<file path="src/hdl/sch_consts.svh">
`ifndef SCH_CONSTS_SVH
`define SCH_CONSTS_SVH

// ==========================================================================
// packet framing
// ==========================================================================
`define SCH_PKT_CMD          8'hC0   // command and response packet type
`define SCH_PKT_EVT          8'h80   // event packet type
`define SCH_GRP_SYS          8'h02   // system command group

// command identifiers inside the system group
`define SCH_ID_PING          8'h01
`define SCH_ID_RESTART       8'h02
`define SCH_ID_DUMP          8'h03
`define SCH_ID_PERSIST       8'h04
`define SCH_ID_RESTORE       8'h05

// event identifiers inside the system group
`define SCH_EVT_BOOT         8'h01
`define SCH_EVT_RESTORED     8'h03
`define SCH_EVT_CHUNK        8'h05

// ==========================================================================
// payload lengths
// ==========================================================================
`define SCH_LEN_EMPTY        8'h00   // no argument bytes
`define SCH_LEN_DUMP_CMD     8'h01   // one selector byte
`define SCH_LEN_RESULT       8'h02   // result code only
`define SCH_LEN_DUMP_RSP     8'h04   // result plus byte count
`define SCH_LEN_PING_RSP     8'h08   // result, seconds, fraction

// text-format response lengths, not used anywhere in this project
`define SCH_TXT_LEN_RESTART  16'h000A
`define SCH_TXT_LEN_DUMP     16'h0012
`define SCH_TXT_LEN_PERSIST  16'h000B

// ==========================================================================
// result codes
// ==========================================================================
`define SCH_RES_OK           16'h0000
`define SCH_RES_UNRECOG      16'h0203
`define SCH_RES_BADLEN       16'h020A
`define SCH_RES_BADVAL       16'h020C

// ==========================================================================
// dump sizes
// ==========================================================================
`define SCH_DUMP_SEL_MAX     8'h03
`define SCH_DUMP_SEL_STATE   8'h03
`define SCH_DUMP_CFG_BYTES   16'h02A2
`define SCH_DUMP_STATE_BYTES 16'h07A3
`define SCH_CHUNK_MAX        16

// ==========================================================================
// timing
// ==========================================================================
`define SCH_OSC_TICKS        32768   // oscillator ticks per second
`define SCH_CLK_PERIOD_NS    4
`define SCH_RESTART_NS       1000    // restart pulse width
`define SCH_RESTART_CYCLES   ((`SCH_RESTART_NS + `SCH_CLK_PERIOD_NS - 1) / `SCH_CLK_PERIOD_NS)

`endif

</file>
<file path="src/hdl/sch_pkg.sv">
package sch_pkg;

	// ======================================================================
	// carriers
	// ======================================================================
	// one decoded command as the framer hands it over
	typedef struct packed {
		logic [7:0] ptype;   // packet type
		logic [7:0] plen;    // payload length
		logic [7:0] group;   // command group
		logic [7:0] id;      // command identifier
		logic [7:0] arg;     // first payload byte, if any
	} sch_cmd_type;

	// header of an outgoing packet
	typedef struct packed {
		logic [7:0] ptype;
		logic [7:0] plen;
		logic [7:0] group;
		logic [7:0] id;
	} sch_hdr_type;

	// ======================================================================
	// sequencer states
	// ======================================================================
	typedef enum logic [2:0] {
		SEQ_IDLE,
		SEQ_SEND,
		SEQ_PERSIST,
		SEQ_LOAD,
		SEQ_DRAIN,
		SEQ_RESTART
	} sch_state_type;

	// what follows the packet now being sent
	typedef enum logic [1:0] {
		AFT_NONE,
		AFT_CHUNK,
		AFT_LOAD,
		AFT_RESTART
	} sch_after_type;

endpackage

</file>
<file path="src/hdl/sch_byte_fifo.sv">
`timescale 1ns/100ps
module sch_byte_fifo #(
	parameter int WIDTH = 8,
	parameter int DEPTH = 8
) (
	input  wire logic             clk,
	input  wire logic             sys_rst,
	input  wire logic             inValid,
	input  wire logic [WIDTH-1:0] inData,
	output logic                  inReady,
	output logic                  outValid,
	output logic      [WIDTH-1:0] outData,
	input  wire logic             outReady
);
	localparam int AW = $clog2(DEPTH);

	// ======================================================================
	// elaboration checks
	// ======================================================================
	if (DEPTH < 2 || (1 << AW) != DEPTH) begin : g_bad_depth
		$error("depth must be a power of two, at least 2");
	end
	if (WIDTH < 1) begin : g_bad_width
		$error("width must be positive");
	end

	logic [WIDTH-1:0] mem [DEPTH];      // storage words
	logic [AW-1:0]    wrPtr_reg;        // next slot to fill
	logic [AW-1:0]    rdPtr_reg;        // oldest word
	logic [AW:0]      count_reg;        // words held
	logic             push;
	logic             pop;

	// full and empty come straight from the count, so they never lie
	assign inReady  = (count_reg != (AW + 1)'(DEPTH));
	assign outValid = (count_reg != '0);
	assign outData  = mem[rdPtr_reg];
	assign push     = inValid && inReady;
	assign pop      = outValid && outReady;

	// pointers and count
	always_ff @(posedge clk) begin
		if (sys_rst) begin
			wrPtr_reg <= '0;
			rdPtr_reg <= '0;
			count_reg <= '0;
		end else begin
			wrPtr_reg <= wrPtr_reg + AW'(push);
			rdPtr_reg <= rdPtr_reg + AW'(pop);
			count_reg <= count_reg + (AW + 1)'(push) - (AW + 1)'(pop);
		end
	end

	// storage has no reset; only counted words are ever read
	always_ff @(posedge clk) begin
		if (push) begin
			mem[wrPtr_reg] <= inData;
		end
	end

	a_fifo_bound: assert property (@(posedge clk) disable iff (sys_rst)
		(count_reg == (AW + 1)'(DEPTH)) |-> !inReady ##1 (count_reg <= (AW + 1)'(DEPTH)))
		else $error("fifo count passed its depth");

endmodule // sch_byte_fifo

</file>
<file path="src/hdl/sch_runtime_clock.sv">
`timescale 1ns/100ps
`include "sch_consts.svh"
module sch_runtime_clock (
	input  wire logic        clk,
	input  wire logic        sys_rst,
	input  wire logic        oscLevel,
	input  wire logic        clear,
	output logic      [31:0] seconds,
	output logic      [15:0] fraction
);
	localparam logic [14:0] FRAC_LAST = 15'(`SCH_OSC_TICKS - 1);

	logic        oscPrev_reg;   // last oscillator level
	logic [31:0] sec_reg;       // whole seconds since boot
	logic [14:0] frac_reg;      // ticks within the second
	logic        tick;
	logic        wrap;

	// each rising oscillator edge is one 1/32768 s step
	assign tick     = oscLevel && !oscPrev_reg;
	assign wrap     = tick && (frac_reg == FRAC_LAST);
	assign seconds  = sec_reg;
	assign fraction = {1'b0, frac_reg};

	// free running; nothing from the host is needed to keep it going
	always_ff @(posedge clk) begin
		if (sys_rst || clear) begin
			oscPrev_reg <= oscLevel;   // a level already high at restart is no new tick
			sec_reg     <= '0;
			frac_reg    <= '0;
		end else begin
			oscPrev_reg <= oscLevel;
			frac_reg    <= wrap ? '0 : frac_reg + 15'(tick);
			sec_reg     <= sec_reg + 32'(wrap);
		end
	end

	a_second_wrap: assert property (@(posedge clk) disable iff (sys_rst || clear)
		wrap |=> (frac_reg == '0) && (sec_reg == $past(sec_reg) + 32'd1))
		else $error("runtime second did not carry");

endmodule // sch_runtime_clock

</file>
<file path="src/hdl/sch_system_cmd.sv">
// How it works
// - liveness query C0/02/01, response length 08
// - response holds seconds, then 1/32768 fraction
// - runtime counted from the 32768 Hz oscillator
// - liveness query answered at once, well formed
// - no periodic query needed to stay alive
// - restart immediate, unsaved runtime settings revert
// - restart drops every link without closing exchange
// - startup event once restart finishes
// - dump selector 0 to 3 picks image
// - dump count 674 config, 1955 state
// - chunk events of at most 16 bytes
// - dump takes one byte, answers four bytes
// - persist copies runtime settings into boot area
// - restore loads factory area then restarts, id 05
// - defaults-restored event first, startup event after
// - restart, persist, restore: empty command, result reply
// - result code right after the header
`timescale 1ns/100ps
`include "sch_consts.svh"
module sch_system_cmd #(
	parameter int FIFO_DEPTH = 8,
	parameter int CHUNK_MAX  = `SCH_CHUNK_MAX
) (
	input  wire logic                clk,
	input  wire logic                sys_rst,
	input  wire logic                cmdValid,
	input  wire sch_pkg::sch_cmd_type cmdIn,
	output logic                     cmdReady,
	input  wire logic                oscLevel,
	output logic                     txValid,
	output logic               [7:0] txData,
	input  wire logic                txReady,
	output logic               [1:0] dumpSel,
	output logic              [10:0] dumpAddr,
	input  wire logic          [7:0] dumpData,
	output logic                     persistReq,
	input  wire logic                persistDone,
	output logic                     factoryLoadReq,
	input  wire logic                factoryDone,
	output logic                     sysRestart
);
	import sch_pkg::*;

	// ======================================================================
	// elaboration checks
	if (CHUNK_MAX < 1 || CHUNK_MAX > 16) begin : g_bad_chunk
		$error("chunk size must be 1 to 16");
	end
	localparam logic [7:0] RST_LAST = 8'(`SCH_RESTART_CYCLES - 1);
	localparam logic [4:0] CHUNK_W  = 5'(CHUNK_MAX);

	// ======================================================================
	// helpers
	// byte i of the packet being sent; chunk events take data from the dump port
	function automatic logic [7:0] pickByte(sch_hdr_type h, logic [63:0] b,
		logic ch, logic [4:0] i, logic [7:0] d);
		logic [4:0] k;
		k = i - 5'd4;
		if (i == 5'd0) return h.ptype;
		if (i == 5'd1) return h.plen;
		if (i == 5'd2) return h.group;
		if (i == 5'd3) return h.id;
		if (ch && i == 5'd4) return h.plen - 8'd1;
		if (ch) return d;
		return b[{k[2:0], 3'b000} +: 8];
	endfunction
	// the next chunk never exceeds the chunk size nor what is left
	function automatic logic [4:0] chunkOf(logic [15:0] left);
		return (left > 16'(CHUNK_W)) ? CHUNK_W : left[4:0];
	endfunction

	// ======================================================================
	// state
	sch_state_type state_reg, state_next;   // sequencer
	sch_after_type after_reg, after_next;   // follow-up of current packet
	sch_hdr_type   hdr_reg, hdr_next;       // header being sent
	logic   [63:0] body_reg, body_next;     // payload, byte 0 in low bits
	logic          chunk_reg, chunk_next;   // packet is a chunk event
	logic    [4:0] idx_reg, idx_next;       // byte position in packet
	logic   [15:0] remain_reg, remain_next; // dump bytes not yet queued
	logic   [10:0] addr_reg, addr_next;     // dump read address
	logic    [1:0] sel_reg, sel_next;       // dump image selector
	logic    [7:0] rstCnt_reg, rstCnt_next; // restart pulse length
	logic          cmdReady_reg;
	logic          persistReq_reg;
	logic          factoryReq_reg;
	logic          sysRestart_reg;

	// ======================================================================
	// decoding
	wire        take     = cmdValid && cmdReady_reg;
	wire        isSys    = (cmdIn.ptype == `SCH_PKT_CMD) && (cmdIn.group == `SCH_GRP_SYS);
	wire        known    = isSys && (cmdIn.id >= `SCH_ID_PING) && (cmdIn.id <= `SCH_ID_RESTORE);
	wire        isDump   = cmdIn.id == `SCH_ID_DUMP;
	wire  [7:0] expLen   = isDump ? `SCH_LEN_DUMP_CMD : `SCH_LEN_EMPTY;
	wire        lenOk    = cmdIn.plen == expLen;
	wire        selOk    = cmdIn.arg <= `SCH_DUMP_SEL_MAX;
	wire [15:0] result   = !known ? `SCH_RES_UNRECOG :
	                       !lenOk ? `SCH_RES_BADLEN :
	                       (isDump && !selOk) ? `SCH_RES_BADVAL : `SCH_RES_OK;
	wire        cmdOk    = result == `SCH_RES_OK;
	wire [15:0] dumpSize = (cmdIn.arg == `SCH_DUMP_SEL_STATE) ?
	                       `SCH_DUMP_STATE_BYTES : `SCH_DUMP_CFG_BYTES;
	wire [31:0] seconds;
	wire [15:0] fraction;
	wire  [7:0] curByte  = pickByte(hdr_reg, body_reg, chunk_reg, idx_reg, dumpData);
	wire  [4:0] lastIdx  = 5'(hdr_reg.plen + 8'd3);
	wire        fifoInValid = state_reg == SEQ_SEND;
	wire        fifoInReady;
	wire        fifoOutValid;
	wire        pushed   = fifoInValid && fifoInReady;
	wire        endPkt   = pushed && (idx_reg == lastIdx);
	wire  [4:0] nextLen  = chunkOf(remain_reg);
	// runtime since boot; restarted with the device
	sch_runtime_clock u_runtime (
		.clk      (clk),
		.sys_rst  (sys_rst),
		.oscLevel (oscLevel),
		.clear    (sysRestart_reg),
		.seconds  (seconds),
		.fraction (fraction)
	);
	// outgoing bytes wait here; a slow host stalls the sequencer
	sch_byte_fifo #(.WIDTH(8), .DEPTH(FIFO_DEPTH)) u_fifo (
		.clk      (clk),
		.sys_rst  (sys_rst),
		.inValid  (fifoInValid),
		.inData   (curByte),
		.inReady  (fifoInReady),
		.outValid (fifoOutValid),
		.outData  (txData),
		.outReady (txReady)
	);
	// ======================================================================
	// sequencer
	always_comb begin
		state_next  = state_reg;
		after_next  = after_reg;
		hdr_next    = hdr_reg;
		body_next   = body_reg;
		chunk_next  = chunk_reg;
		idx_next    = idx_reg;
		remain_next = remain_reg;
		addr_next   = addr_reg;
		sel_next    = sel_reg;
		rstCnt_next = rstCnt_reg;
		unique case (state_reg)
			SEQ_IDLE: begin
				if (take) begin
					// every answer opens with the result code
					hdr_next   = '{`SCH_PKT_CMD, `SCH_LEN_RESULT, cmdIn.group, cmdIn.id};
					body_next  = {48'h0, result};
					chunk_next = 1'b0;
					idx_next   = '0;
					after_next = AFT_NONE;
					state_next = SEQ_SEND;
					if (cmdOk) begin
						unique case (cmdIn.id)
							`SCH_ID_PING: begin
								hdr_next.plen = `SCH_LEN_PING_RSP;
								body_next = {fraction, seconds, result};
							end
							`SCH_ID_RESTART: begin
								after_next = AFT_RESTART;
							end
							`SCH_ID_DUMP: begin
								hdr_next.plen = `SCH_LEN_DUMP_RSP;
								body_next   = {32'h0, dumpSize, result};
								sel_next    = cmdIn.arg[1:0];
								remain_next = dumpSize;
								addr_next   = '0;
								after_next  = AFT_CHUNK;
							end
							`SCH_ID_PERSIST: begin
								state_next = SEQ_PERSIST;
							end
							default: begin
								after_next = AFT_LOAD;
							end
						endcase
					end
				end
			end
			SEQ_SEND: begin
				if (pushed) begin
					idx_next = idx_reg + 5'd1;
					if (chunk_reg && idx_reg > 5'd4) begin
						addr_next = addr_reg + 11'd1;
					end
				end
				if (endPkt) begin
					idx_next   = '0;
					state_next = SEQ_IDLE;
					unique case (after_reg)
						AFT_NONE: begin
						end
						AFT_CHUNK: begin
							// chunks continue until the count is used up
							if (remain_reg != '0) begin
								hdr_next    = '{`SCH_PKT_EVT, 8'(nextLen) + 8'd1,
								                `SCH_GRP_SYS, `SCH_EVT_CHUNK};
								chunk_next  = 1'b1;
								remain_next = remain_reg - 16'(nextLen);
								state_next  = SEQ_SEND;
							end
						end
						AFT_LOAD: begin
							state_next = SEQ_LOAD;
						end
						AFT_RESTART: begin
							state_next = SEQ_DRAIN;
						end
					endcase
				end
			end
			SEQ_PERSIST: begin
				if (persistDone) begin
					state_next = SEQ_SEND;
				end
			end
			SEQ_LOAD: begin
				if (factoryDone) begin
					hdr_next   = '{`SCH_PKT_EVT, `SCH_LEN_EMPTY,
					               `SCH_GRP_SYS, `SCH_EVT_RESTORED};
					after_next = AFT_RESTART;
					state_next = SEQ_SEND;
				end
			end
			SEQ_DRAIN: begin
				// the host must hold the whole answer before we restart
				if (!fifoOutValid) begin
					rstCnt_next = '0;
					state_next  = SEQ_RESTART;
				end
			end
			SEQ_RESTART: begin
				rstCnt_next = rstCnt_reg + 8'd1;
				if (rstCnt_reg == RST_LAST) begin
					hdr_next   = '{`SCH_PKT_EVT, `SCH_LEN_EMPTY,
					               `SCH_GRP_SYS, `SCH_EVT_BOOT};
					chunk_next = 1'b0;
					after_next = AFT_NONE;
					idx_next   = '0;
					state_next = SEQ_SEND;
				end
			end
		endcase
	end
	// sequencer registers
	always_ff @(posedge clk) begin
		if (sys_rst) begin
			state_reg  <= SEQ_IDLE;
			after_reg  <= AFT_NONE;
			hdr_reg    <= '0;
			body_reg   <= '0;
			chunk_reg  <= 1'b0;
			idx_reg    <= '0;
			remain_reg <= '0;
			addr_reg   <= '0;
			sel_reg    <= '0;
			rstCnt_reg <= '0;
		end else begin
			state_reg  <= state_next;
			after_reg  <= after_next;
			hdr_reg    <= hdr_next;
			body_reg   <= body_next;
			chunk_reg  <= chunk_next;
			idx_reg    <= idx_next;
			remain_reg <= remain_next;
			addr_reg   <= addr_next;
			sel_reg    <= sel_next;
			rstCnt_reg <= rstCnt_next;
		end
	end
	// strobes toward the rest of the device, all registered
	always_ff @(posedge clk) begin
		if (sys_rst) begin
			cmdReady_reg   <= 1'b0;
			persistReq_reg <= 1'b0;
			factoryReq_reg <= 1'b0;
			sysRestart_reg <= 1'b0;
		end else begin
			cmdReady_reg   <= state_next == SEQ_IDLE;
			persistReq_reg <= state_next == SEQ_PERSIST;
			factoryReq_reg <= state_next == SEQ_LOAD;
			// restart drops links abruptly and reverts unsaved settings
			sysRestart_reg <= state_next == SEQ_RESTART;
		end
	end
	assign cmdReady       = cmdReady_reg;
	assign txValid        = fifoOutValid;
	assign dumpSel        = sel_reg;
	assign dumpAddr       = addr_reg;
	assign persistReq     = persistReq_reg;
	assign factoryLoadReq = factoryReq_reg;
	assign sysRestart     = sysRestart_reg;
	// ======================================================================
	// checks
	a_ping_length: assert property (@(posedge clk) disable iff (sys_rst)
		take && cmdOk && cmdIn.id == `SCH_ID_PING |=>
		state_reg == SEQ_SEND && hdr_reg.plen == 8'h08 && hdr_reg.ptype == 8'hC0)
		else $error("ping answer header wrong");
	a_dump_total: assert property (@(posedge clk) disable iff (sys_rst)
		take && cmdOk && isDump && cmdIn.arg == 8'h03 |=>
		remain_reg == 16'h07A3 && body_reg[31:16] == 16'h07A3)
		else $error("state dump count wrong");
	a_chunk_size: assert property (@(posedge clk) disable iff (sys_rst)
		state_reg == SEQ_SEND && chunk_reg |-> hdr_reg.plen <= 8'd17 && hdr_reg.plen >= 8'd2)
		else $error("chunk event too long");
	a_result_first: assert property (@(posedge clk) disable iff (sys_rst)
		pushed && idx_reg == 5'd4 && hdr_reg.ptype == 8'hC0 |->
		curByte == body_reg[7:0] ##1 (idx_reg == 5'd5 && curByte == body_reg[15:8]))
		else $error("result code not first in payload");
	a_restart_answer: assert property (@(posedge clk) disable iff (sys_rst)
		take && cmdOk && cmdIn.id == `SCH_ID_RESTART |=>
		hdr_reg.plen == 8'h02 && after_reg == AFT_RESTART)
		else $error("restart answer wrong");
	a_drained_first: assert property (@(posedge clk) disable iff (sys_rst)
		$rose(sysRestart_reg) |-> !fifoOutValid && $past(state_reg) == SEQ_DRAIN)
		else $error("restart before answer left");
	a_boot_follows: assert property (@(posedge clk) disable iff (sys_rst)
		$fell(sysRestart_reg) |-> state_reg == SEQ_SEND && hdr_reg.id == 8'h01 &&
		hdr_reg.ptype == `SCH_PKT_EVT)
		else $error("no startup event after restart");
	a_persist_answer: assert property (@(posedge clk) disable iff (sys_rst)
		persistReq_reg && persistDone |=> state_reg == SEQ_SEND && !persistReq_reg &&
		hdr_reg.id == 8'h04)
		else $error("persist answer missing");
	a_restored_event: assert property (@(posedge clk) disable iff (sys_rst)
		state_reg == SEQ_LOAD && factoryDone |=> hdr_reg.id == 8'h03 &&
		after_reg == AFT_RESTART && !factoryReq_reg)
		else $error("restored event out of order");
endmodule // sch_system_cmd

</file>
<file path="config.mk">
export PLATFORM = sky130hd
export DESIGN_NAME = sch_system_cmd
export DESIGN_NICKNAME = d
export VERILOG_FILES = /design/src/hdl/sch_pkg.sv /design/src/hdl/sch_byte_fifo.sv /design/src/hdl/sch_runtime_clock.sv /design/src/hdl/sch_system_cmd.sv
export VERILOG_INCLUDE_DIRS = /design/src /design/src/hdl
export SDC_FILE = /design/constraint.sdc
export NUM_CORES = 1
export LEC_CHECK = 0
export BUFFER_PORTS_ARGS = -buffer_cell sky130_fd_sc_hd__buf_4
export CAP_MARGIN = 20
export CELL_PAD_IN_SITES_DETAIL_PLACEMENT = 1
export CELL_PAD_IN_SITES_GLOBAL_PLACEMENT = 2
export CORE_MARGIN = 8
export CORE_UTILIZATION = 35
export DETAILED_ROUTE_END_ITERATION = 16
export PLACE_DENSITY_LB_ADDON = 0.1
export SLEW_MARGIN = 20
export SYNTH_ARGS = -nofsm -noshare
export SYNTH_HDL_FRONTEND = slang
export SYNTH_SLANG_ARGS = --single-unit
export TNS_END_PERCENT = 5
</file>
<file path="constraint.sdc">
create_clock -name clk -period 3.6 [get_ports clk]
set_input_delay 0.18 -clock clk [delete_from_list [all_inputs] [get_ports clk]]
set_output_delay 0.18 -clock clk [all_outputs]
set_load 0.1 [all_outputs]
</file>
==> implementation parameters, run 1 <==
Parameter                              Value

STA
  Count of final setup violators ... 0
  Worst slew pin tran ... 966 ps
  Tightest slew margin relative to the limit ... 35.3%
  Timing-limited maximum frequency ... 0.324 GHz
  Final Max Slew Viols ... 0
  Clock Skews ... 16.0 ps
  Total Negative Setup Slacks ... 0 ps
  Unrepaired setup endpoints after global routing ... no
  Shortest clock period the worst path allows after layout ... 3090 ps
  Tcrit/Tclk final ... 85.8%
  Number of hold violations in the final report ... 0

Synthesis
  Synthesis warning total ... 0
  Flip-flop and latch count after synthesis ... 250
  Share of Yosys cell area claimed by the top area cell type ... 31.7%
  Most instantiated cells after synthesis ... 186 x dfxtp_1, 149 x nor2_1, 89 x nand2_1
  Net count of the mapped netlist ... 1259
  Most frequent cell after synthesis ... dfxtp_1
  Most used flip-flop cell after synthesis ... dfxtp_1
  Library cell occupying the most area in the post-synthesis netlist ... dfxtp_1
  Synth cell types ... 83
  Count of flip-flops with a built-in enable after synthesis ... 64
  Post-Synthesis Mean Instance Area ... 9.95 um2
  Top area cells in the synthesized netlist ... dfxtp_1 32%, edfxtp_1 16%, nor2_1 4.8%
  Cell Area, Synth ... 11700 um2
  Sequential-to-total area share from yosys stat ... 48.1%
  Number of standard cells after synthesis ... 1179
  Asr flop ratio synth ... 0%

Worst setup path
  Slowest stage delay, CP ... 430 ps
  Number of cells traversed by the worst register-to-register path ... 10
  Worst-path fanout max ... 8
  Slowest library cell on the worst path ... dfxtp_1
  Data required time of the worst path ... 4090 ps
  Critical path endpoint category ... register
  Data arrival time of the worst path ... 3580 ps
  CP Cell Sequence ... and4_1, nand4_1, nor3_1, ha_1, ha_1, and2_1, and3_1, nand4_1, or3_1, a21oi_1
  Worst Setup Path Type ... reg -> reg
  Category of the worst setup path launch point ... register

Detailed routing
  Number of detailed-route iterations in the first pass ... 6
  Via density per instance ... 5.32
  Detailed Route WL ... 36000 um
  DRC violations left ... 0
  Met3 wirelength from detailed routing ... 1140 um
  WL met1 ... 16800 um
  Total via count after detailed routing ... 9316
  Met2 wire length ... 17200 um
  DRC violation total after the first TritonRoute iteration ... 458
  Highest routed layer ... met4
  Remaining antenna violation count ... 0
  Routed wire length per instance ... 20.6 um

GRT
  Global-route congestion overflow total ... 0
  First-pass GRT wire length ... 56800 um
  Pin count of the biggest net entering global routing ... 41
  Initial antenna violation count ... 0
  GRT Resource Usage Total ... 18.0%
  Number of global-route vias before repair ... 9841

CTS
  TritonCTS clock tree ... built
  Cts bufs inserted ... 29
  Clock insertion delay at the later pin of the skew report ... 560 ps
  CTS Root Cell ... clkbuf_16
  PostCTS Resize Cnt ... 0
  Register clock-pin slew on the reported worst setup and hold paths ... 60 ps
  Number of H-tree levels ... 1
  Number of clock sinks ... 250
  Buffer depth of the longest clock path ... 3
  Setup repair bufs after CTS ... 0
  Hold-fix buffers, CTS ... 19

Pwr
  Overall power of the completed layout ... 7690 uW
  Power density normalized to cell area ... 546 nW/um2
  Max rail drop VDD ... 0.000318 V
  Leak Pwr ... 0.00514 uW

Cells and area
  Share of final-layout standard cells stronger than drive strength 1 ... 17.3%
  Filler Cells Inserted ... 3730
  Number of flip-flops in the largest register ... 64
  Synth-to-layout area growth ... 20.1%
  Multi-input gate area ... 5710 um2
  Antenna diodes ... 0
  Area of all placed cells without fillers ... 14100 um2
  NumNets Final ... 1359
  Register Area ... 5650 um2

Hold path
  Path category of the worst min-delay check ... in -> reg
  Worst Hold Depth ... 2

Floorplanning
  I/O pin count ... 81
  Standard-cell row count ... 67
  Initial core utilization ... 35.2%
  Die Outline Area ... 39600 um2
  Core Area ... 33300 um2
  Chip width ... 199 um
  Die H ... 199 um

Run status
  Run status ... finished clean

Place
  Detailed placer's ending HPWL ... 26000 um
  Standard cell area after detailed placement ... 12900 um2
  Final weighted congestion in routability-driven placement ... 0.840
  Port Buf Inserts ... 80

Flow run
  Number of max-capacitance violations reported ... 0
cell usage in the layout (no fill, tap or decap), types with 28 or more instances in the layout:
| cell type | synthesis | routed |
|---|---|---|
| nor2_1 | 149 | 149 |
| inv_1 | 28 | 28 |
| o21ai_0 | 28 | 28 |
| xnor2_1 | 29 | 29 |
| buf_4 | 1 | 116 |
| a21oi_1 | 49 | 49 |
| nor3_1 | 32 | 31 |
| nand3_1 | 33 | 33 |
| clkbuf_16 | 0 | 29 |
| edfxtp_1 | 64 | 64 |
| xor2_1 | 39 | 39 |
| nand2_1 | 89 | 88 |
| dfxtp_1 | 186 | 186 |
| a22oi_1 | 40 | 40 |
worst max-delay path, delay by kind of cell (launching register included):
kind | cells | cell delay [ps]
AOI/OAI and AO/OA | 1 | 150
adders and majority gates | 2 | 450
DFF | 1 | 430
and+or+nand+nor | 7 | 2000
layout make-up:
type | instances | area share, %
clock buffers | 37 | 5.58
multi-input cells | 834 | 40.6
repair buffers | 136 | 7.67
inverters | 28 | 0.746
flip-flops and latches | 250 | 40.1
well taps | 448 | 3.98
clock inverters | 17 | 1.41
through the flow:
stage / cells / utilization [%] / hold WS, ps / worst slack, ps
after floorplan: 1179 / - / 208 / 887
after CTS: 1750 / 42.3 / 7.55 / 503
after global routing: 1750 / 42.3 / 37.8 / 281
after global placement: 1677 / 38.8 / 291 / 580
final: 1750 / 42.3 / 24.1 / 510
after detailed placement: 1677 / 38.8 / 294 / 523
report_power, final:
| part | internal (uW) | switching, uW |
|---|---|---|
| Clock | 1830 | 1200 |
| Combinational | 538 | 1010 |
| Sequential | 3000 | 110 |
kinds of logic after synthesis:
family,synth area share (%)
other cells,0.0320
mux,6.62
xor+xnor,5.28
compound gates,14.2
flops,48.1
fa+ha+maj,2.73
simple gates,19.8
buf+inv,3.23
worst paths after layout:
path,to,from,slack (ps)
min reg2reg,body_reg[23],body_reg[23],440
max,u_runtime.seconds[24],u_runtime.frac_reg[2],510
min,body_reg[28],sys_rst,20
max reg2reg,u_runtime.seconds[24],u_runtime.frac_reg[2],510
layer usage:
layer | up-vias | global-route usage, %
met4 | 0 | 4.39
li1 | 4533 | -
met1 | 4622 | 23.9
met5 | - | 0
met3 | 43 | 2.37
met2 | 118 | 30.8
Power figures use the tool's default switching activity.
==> run 2: changes to the inputs <==
--- a/config.mk
+++ b/config.mk
@@ -14,6 +14,7 @@
 export CORE_UTILIZATION = 35
 export DETAILED_ROUTE_END_ITERATION = 16
 export PLACE_DENSITY_LB_ADDON = 0.1
+export RECOVER_POWER = 25
 export SLEW_MARGIN = 20
 export SYNTH_ARGS = -nofsm -noshare
 export SYNTH_HDL_FRONTEND = slang
==> run 2 against run 1 <==
Compared with the run above: core utilization decreased by 0.27 points; sequential cell count unchanged; sequential share of layout area increased by 0.26 points; cell area decreased by 0.64%; combinational power about the same; largest power group unchanged.
==> implementation parameters, run 2 (synthesized netlist as in run 1, its figures left out) <==
Parameter                              Value

STA
  Unrepaired setup endpoints after global routing ... no (unchanged)
  Shortest clock period the worst path allows after layout ... 3100 ps (was 3090 ps)
  Worst Hold Slack ... 22.7 ps (was 24.1 ps)
  Worst slew pin tran ... 1190 ps (was 966 ps)
  Count of final setup violators ... 0 (unchanged)
  Final Max Slew Viols ... 0 (unchanged)
  Timing-limited maximum frequency ... 0.323 GHz (was 0.324 GHz)
  Final worst-path setup slack ... 499 ps (was 510 ps)
  Clock Skews ... 15.4 ps (was 16.0 ps)
  Tightest slew margin relative to the limit ... 20.9% (was 35.3%)
  Tcrit/Tclk final ... 86.1% (was 85.8%)
  Total Negative Setup Slacks ... 0 ps (unchanged)
  Number of hold violations in the final report ... 0 (unchanged)

Cells and area
  Filler Cells Inserted ... 3738 (was 3730)
  NumNets Final ... 1359 (unchanged)
  Share of final-layout standard cells stronger than drive strength 1 ... 15.4% (was 17.3%)
  Area of all placed cells without fillers ... 14000 um2 (was 14100 um2)
  Antenna diodes ... 0 (unchanged)
  Number of flip-flops in the largest register ... 64 (unchanged)
  Synth-to-layout area growth ... 19.3% (was 20.1%)
  Commonest non-fill, non-tap cell in the layout ... dfxtp_1 (unchanged)
  Highest-count cells in the layout ignoring fill and taps ... 186 x dfxtp_1, 149 x nor2_1, 92 x buf_4 (was 186 x dfxtp_1, 149 x nor2_1, 116 x buf_4)

Worst setup path
  Critical path endpoint category ... register (unchanged)
  Number of cells traversed by the worst register-to-register path ... 10 (unchanged)
  Worst-path fanout max ... 8 (unchanged)
  Data required time of the worst path ... 4090 ps (about the same)
  Worst Setup Path Type ... reg -> reg (unchanged)
  Data arrival time of the worst path ... 3590 ps (was 3580 ps)
  Category of the worst setup path launch point ... register (unchanged)

Detailed routing
  DRC violation total after the first TritonRoute iteration ... 470 (was 458)
  Total via count after detailed routing ... 9367 (was 9316)
  DRC violations left ... 0 (unchanged)
  Via density per instance ... 5.35 (was 5.32)
  Remaining antenna violation count ... 0 (unchanged)
  Routed wire length per instance ... 20.6 um (about the same)
  Number of detailed-route iterations in the first pass ... 4 (was 6)
  Detailed Route WL ... 36000 um (about the same)

GRT
  Initial antenna violation count ... 0 (unchanged)
  Global-route congestion overflow total ... 0 (unchanged)
  Pin count of the biggest net entering global routing ... 41 (unchanged)
  Number of global-route vias before repair ... 9841 (unchanged)
  GRT Resource Usage Total ... 18.0% (unchanged)
  First-pass GRT wire length ... 56800 um (unchanged)

Run status
  Run status ... finished clean (unchanged)

Pwr
  Internal power contribution ... 5350 uW (was 5370 uW)
  Proportion of power drawn by combinational gates ... 20.0% (was 20.1%)
  Portion of total power attributed to the clock network ... 39.5% (was 39.4%)
  Power density normalized to cell area ... 548 nW/um2 (was 546 nW/um2)
  Max rail drop VDD ... 0.000318 V (about the same)
  Sequential power share ... 40.6% (was 40.5%)
  P_sw ... 2320 uW (about the same)
  Leak Pwr ... 0.00504 uW (was 0.00514 uW)
  Switching power as a share of total power ... 30.2% (was 30.1%)

Place
  Port Buf Inserts ... 80 (unchanged)
  Detailed placer's ending HPWL ... 26000 um (unchanged)
  Final weighted congestion in routability-driven placement ... 0.840 (unchanged)
  Worst Setup Slack post-DPL ... 523 ps (unchanged)
  Standard cell area after detailed placement ... 12900 um2 (unchanged)

CTS
  TritonCTS clock tree ... built (unchanged)
  Number of H-tree levels ... 1 (unchanged)
  Cts bufs inserted ... 29 (unchanged)
  Register clock-pin slew on the reported worst setup and hold paths ... 60 ps (about the same)
  CTS Root Cell ... clkbuf_16 (unchanged)
  Clock insertion delay at the later pin of the skew report ... 560 ps (about the same)
  Buffer depth of the longest clock path ... 3 (unchanged)
  Number of clock sinks ... 250 (unchanged)

Hold path
  Path category of the worst min-delay check ... in -> reg (unchanged)
  Worst Hold Depth ... 2 (unchanged)

Floorplanning
  Core Area ... 33300 um2 (unchanged)
  I/O pin count ... 81 (unchanged)
  Die Outline Area ... 39600 um2 (unchanged)
  Standard-cell row count ... 67 (unchanged)
  Die H ... 199 um (unchanged)
  Initial core utilization ... 35.2% (unchanged)
  Chip width ... 199 um (unchanged)

Flow run
  Number of max-capacitance violations reported ... 0 (unchanged)
==> run 2: through the flow <==
step	cells	total power, uW	utilization (%)
5_1_grt	1750	8010	42.1
2_1_floorplan	1179	4270	-
3_3_place_gp	1677	4700	38.8
6_report	1750	7670	42.1
4_1_cts	1750	7800	42.3
3_5_place_dp	1677	4720	38.8
==> run 2: cell type report <==
cell class                      instances  area [um2]  share of cell area (%)
Clock inverter                         17         199                    1.42
Sequential cell                       250        5650                    40.3
Clock buffer                           37         786                    5.61
Tap cell                              448         561                    4.00
Multi-Input combinational cell        834        5710                    40.8
Timing Repair Buffer                  136         995                    7.10
Inverter                               28         105                   0.751
==> run 2: worst paths after layout <==
path / startpoint / endpoint / slack [ps]
max: u_runtime.frac_reg[2] / u_runtime.seconds[24] / 500
min: sys_rst / body_reg[28] / 20
max reg2reg: u_runtime.frac_reg[2] / u_runtime.seconds[24] / 500
min reg2reg: body_reg[23] / body_reg[23] / 440
==> run 2: power by group through the flow <==
stage               Clock [uW]  Combinational (uW)  Sequential [uW]
floorplan                    0                1110             3160
global placement             0                1530             3170
CTS                       3120                1570             3110
finish                    3030                1530             3110
detailed placement           0                1540             3170
global route              3220                1660             3130
==> run 2: metal layers <==
metal | GRT usage [%] | wire length (um) | vias up
li1 | - | - | 4530
met1 | 23.9 | 16700 | 4649
met2 | 30.8 | 17300 | 145
met3 | 2.37 | 1240 | 43
met4 | 4.39 | 784 | 0
met5 | 0 | 0 | -
==> run 2: critical path, stage by stage (launching register included) <==
cell and delay, ps:
dfxtp_1 430, and4_1 280, nand4_1 200, nor3_1 400, ha_1 260, ha_1 190
and2_1 210, and3_1 200, nand4_1 300, or3_1 410, a21oi_1 150
==> run 2: timing repair <==
item	in CTS	in global routing
hold endpoints to repair	18	0
buffers inserted	0	0
hold buffers	19	0
resized for setup	0	0
==> run 3: changes to the inputs <==
--- a/config.mk
+++ b/config.mk
@@ -13,7 +13,8 @@
 export CORE_MARGIN = 8
 export CORE_UTILIZATION = 35
 export DETAILED_ROUTE_END_ITERATION = 16
-export PLACE_DENSITY_LB_ADDON = 0.1
+export MAX_ROUTING_LAYER = met4
+export PLACE_DENSITY = 0.7
 export RECOVER_POWER = 25
 export SLEW_MARGIN = 20
 export SYNTH_ARGS = -nofsm -noshare
==> run 3 against run 2 <==
Compared with the run above: combinational power about the same; critical path type unchanged; core utilization up 0.22 points; non-clock buffer count down 1; count of clock-buffer cells in the layout up 9; total power up 3.0%; global-route usage up 0.24 points; sequential cell count unchanged; die area unchanged; routed wire length down 1.5%; sequential power about the same; register-to-register slack worse by 130 ps; cell area up 0.53%; highest routed layer unchanged.
==> implementation parameters, run 3 (synthesized netlist as in run 1, its figures left out) <==
Parameter                              Value

Run status
  Run status ... finished clean (unchanged)

STA
  Clock Skews ... 11.7 ps (was 15.4 ps)
  Shortest clock period the worst path allows after layout ... 3230 ps (was 3100 ps)
  Total Negative Setup Slacks ... 0 ps (unchanged)
  Number of hold violations in the final report ... 0 (unchanged)
  Tcrit/Tclk final ... 89.7% (was 86.1%)
  Count of final setup violators ... 0 (unchanged)
  Tightest slew margin relative to the limit ... 20.8% (was 20.9%)
  Unrepaired setup endpoints after global routing ... no (unchanged)
  Final worst-path setup slack ... 371 ps (was 499 ps)
  Final Max Slew Viols ... 0 (unchanged)
  Timing-limited maximum frequency ... 0.310 GHz (was 0.323 GHz)
  Worst slew pin tran ... 1190 ps (about the same)

Cells and area
  Non-filler instance count after layout ... 1751 (was 1750)
  Antenna diodes ... 0 (unchanged)
  NumNets Final ... 1359 (unchanged)
  Multi-input gate area ... 5710 um2 (about the same)
  Synth-to-layout area growth ... 20.0% (was 19.3%)
  Number of flip-flops in the largest register ... 64 (unchanged)
  Highest-count cells in the layout ignoring fill and taps ... 186 x dfxtp_1, 149 x nor2_1, 91 x buf_4 (was 186 x dfxtp_1, 149 x nor2_1, 92 x buf_4)
  Share of final-layout standard cells stronger than drive strength 1 ... 15.6% (was 15.4%)
  Register Area ... 5650 um2 (unchanged)
  Commonest non-fill, non-tap cell in the layout ... dfxtp_1 (unchanged)
  Filler Cells Inserted ... 3748 (was 3738)

CTS
  Number of clock sinks ... 250 (unchanged)
  Clock insertion delay at the later pin of the skew report ... 540 ps (was 560 ps)
  Number of H-tree levels ... 1 (unchanged)
  Cts bufs inserted ... 30 (was 29)
  TritonCTS clock tree ... built (unchanged)
  PostCTS Resize Cnt ... 0 (unchanged)
  Register clock-pin slew on the reported worst setup and hold paths ... 60 ps (about the same)
  Buffer depth of the longest clock path ... 3 (unchanged)
  CTS Root Cell ... clkbuf_16 (unchanged)

Place
  Detailed placer's ending HPWL ... 25300 um (was 26000 um)
  Worst Setup Slack post-DPL ... 524 ps (was 523 ps)
  DP Cell Count ... 1677 (unchanged)
  Final weighted congestion in routability-driven placement ... 0.850 (was 0.840)
  Port Buf Inserts ... 80 (unchanged)

Pwr
  Max rail drop VDD ... 0.000330 V (was 0.000318 V)
  Leak Pwr ... 0.00508 uW (was 0.00504 uW)
  Power density normalized to cell area ... 561 nW/um2 (was 548 nW/um2)

GRT
  GRT Resource Usage Total ... 18.3% (was 18.0%)
  First-pass GRT wire length ... 55900 um (was 56800 um)
  Number of global-route vias before repair ... 9769 (was 9841)
  Initial antenna violation count ... 0 (unchanged)
  Global-route congestion overflow total ... 0 (unchanged)
  Pin count of the biggest net entering global routing ... 73 (was 41)

Worst setup path
  Slowest stage delay, CP ... 840 ps (was 430 ps)
  Worst-path fanout max ... 17 (was 8)
  CP Cell Sequence ... clkbuf_1, nor3b_2, nand2_1, or4_1, o21ai_2, a21oi_1, buf_4, a22o_1 (was and4_1, nand4_1, nor3_1, ha_1, ha_1, and2_1, and3_1, nand4_1, or3_1, a21oi_1)
  Worst Setup Path Type ... reg -> reg (unchanged)
  Category of the worst setup path launch point ... register (unchanged)
  Critical path endpoint category ... register (unchanged)
  Slowest library cell on the worst path ... or4_1 (was dfxtp_1)
  Data arrival time of the worst path ... 3660 ps (was 3590 ps)
  Data required time of the worst path ... 4030 ps (was 4090 ps)

Floorplanning
  Standard-cell row count ... 67 (unchanged)
  Die Outline Area ... 39600 um2 (unchanged)
  I/O pin count ... 81 (unchanged)
  Chip width ... 199 um (unchanged)
  Die H ... 199 um (unchanged)
  Initial core utilization ... 35.2% (unchanged)
  Core Area ... 33300 um2 (unchanged)

Detailed routing
  Met2 wire length ... 17200 um (was 17300 um)
  Via density per instance ... 5.36 (was 5.35)
  WL met1 ... 16300 um (was 16700 um)
  DRC violations left ... 0 (unchanged)
  Routed wire length per instance ... 20.2 um (was 20.6 um)
  Highest routed layer ... met4 (unchanged)
  Remaining antenna violation count ... 0 (unchanged)
  Detailed Route WL ... 35400 um (was 36000 um)
  Number of detailed-route iterations in the first pass ... 5 (was 4)
  DRC violation total after the first TritonRoute iteration ... 469 (was 470)
  Total via count after detailed routing ... 9380 (was 9367)
  Met3 wirelength from detailed routing ... 1260 um (was 1240 um)

Flow run
  Number of max-capacitance violations reported ... 0 (unchanged)

Hold path
  Path category of the worst min-delay check ... in -> reg (unchanged)
## run 3: cell count changes in the layout (fill, tap and decap cells not counted), sizes merged
cell,before,now
clkbuf,61,72
bufinv,4,5
buf,93,91
clkinv,12,4
dlygate4sd3,19,18
## run 3: worst max-delay path, delay by kind of cell, from the launching register on
family                 cells  cell delay [ps]
AOI/OAI and AO/OA          3              670
buffers and inverters      2              720
DFF                        1              310
and+or+nand+nor            3             1410
## run 3: metal layers
| layer | vias to the layer above | GRT usage, % |
|---|---|---|
| met5 | - | - |
| met4 | 0 | 3.82 |
| met3 | 42 | 2.19 |
| met2 | 151 | 30.6 |
| met1 | 4652 | 23.7 |
| li1 | 4535 | - |
## run 3: repair_timing
item,in CTS,in global routing
hold endpoints to repair,18,0
hold buffers,18,0
setup buffers,0,0
## run 3: stage by stage
| step | utilization (%) | instance area (um2) | hold slack [ps] | power, uW |
|---|---|---|---|---|
| 3_5_place_dp | 38.8 | 12900 | 294 | 4700 |
| 4_1_cts | 42.6 | 14200 | 0.336 | 8030 |
| 5_1_grt | 42.3 | 14100 | 22.1 | 8250 |
| 6_report | 42.3 | 14100 | 21.1 | 7900 |
| 3_3_place_gp | 38.8 | 12900 | 292 | 4690 |
| 2_1_floorplan | - | 11700 | 208 | 4270 |
## run 3: power breakdown
group / leakage, uW / internal, uW / switching (uW) / total (uW)
Sequential: 0.00219 / 3000 / 113 / 3120
Combinational: 0.00235 / 520 / 994 / 1510
Clock: 0.000536 / 2080 / 1190 / 3270
## run 3: layout make-up
class,count,share of cell area [%]
Timing Repair Buffer,135,6.85
Clock inverter,10,1.27
Sequential cell,250,40.1
Clock buffer,46,6.44
Inverter,28,0.747
Tap cell,448,3.98
Multi-Input combinational cell,834,40.6
## run 3: worst paths after layout
path | from | end | slack (ps) | cells after the start
worst max-delay path | state_reg[0] | hdr_reg[13] | 370 | 8
worst min-delay path | cmdIn[10] | after_reg[0] | 20 | 3
worst max register to register | state_reg[0] | hdr_reg[13] | 370 | 8
worst min register to register | body_reg[21] | body_reg[21] | 440 | 2
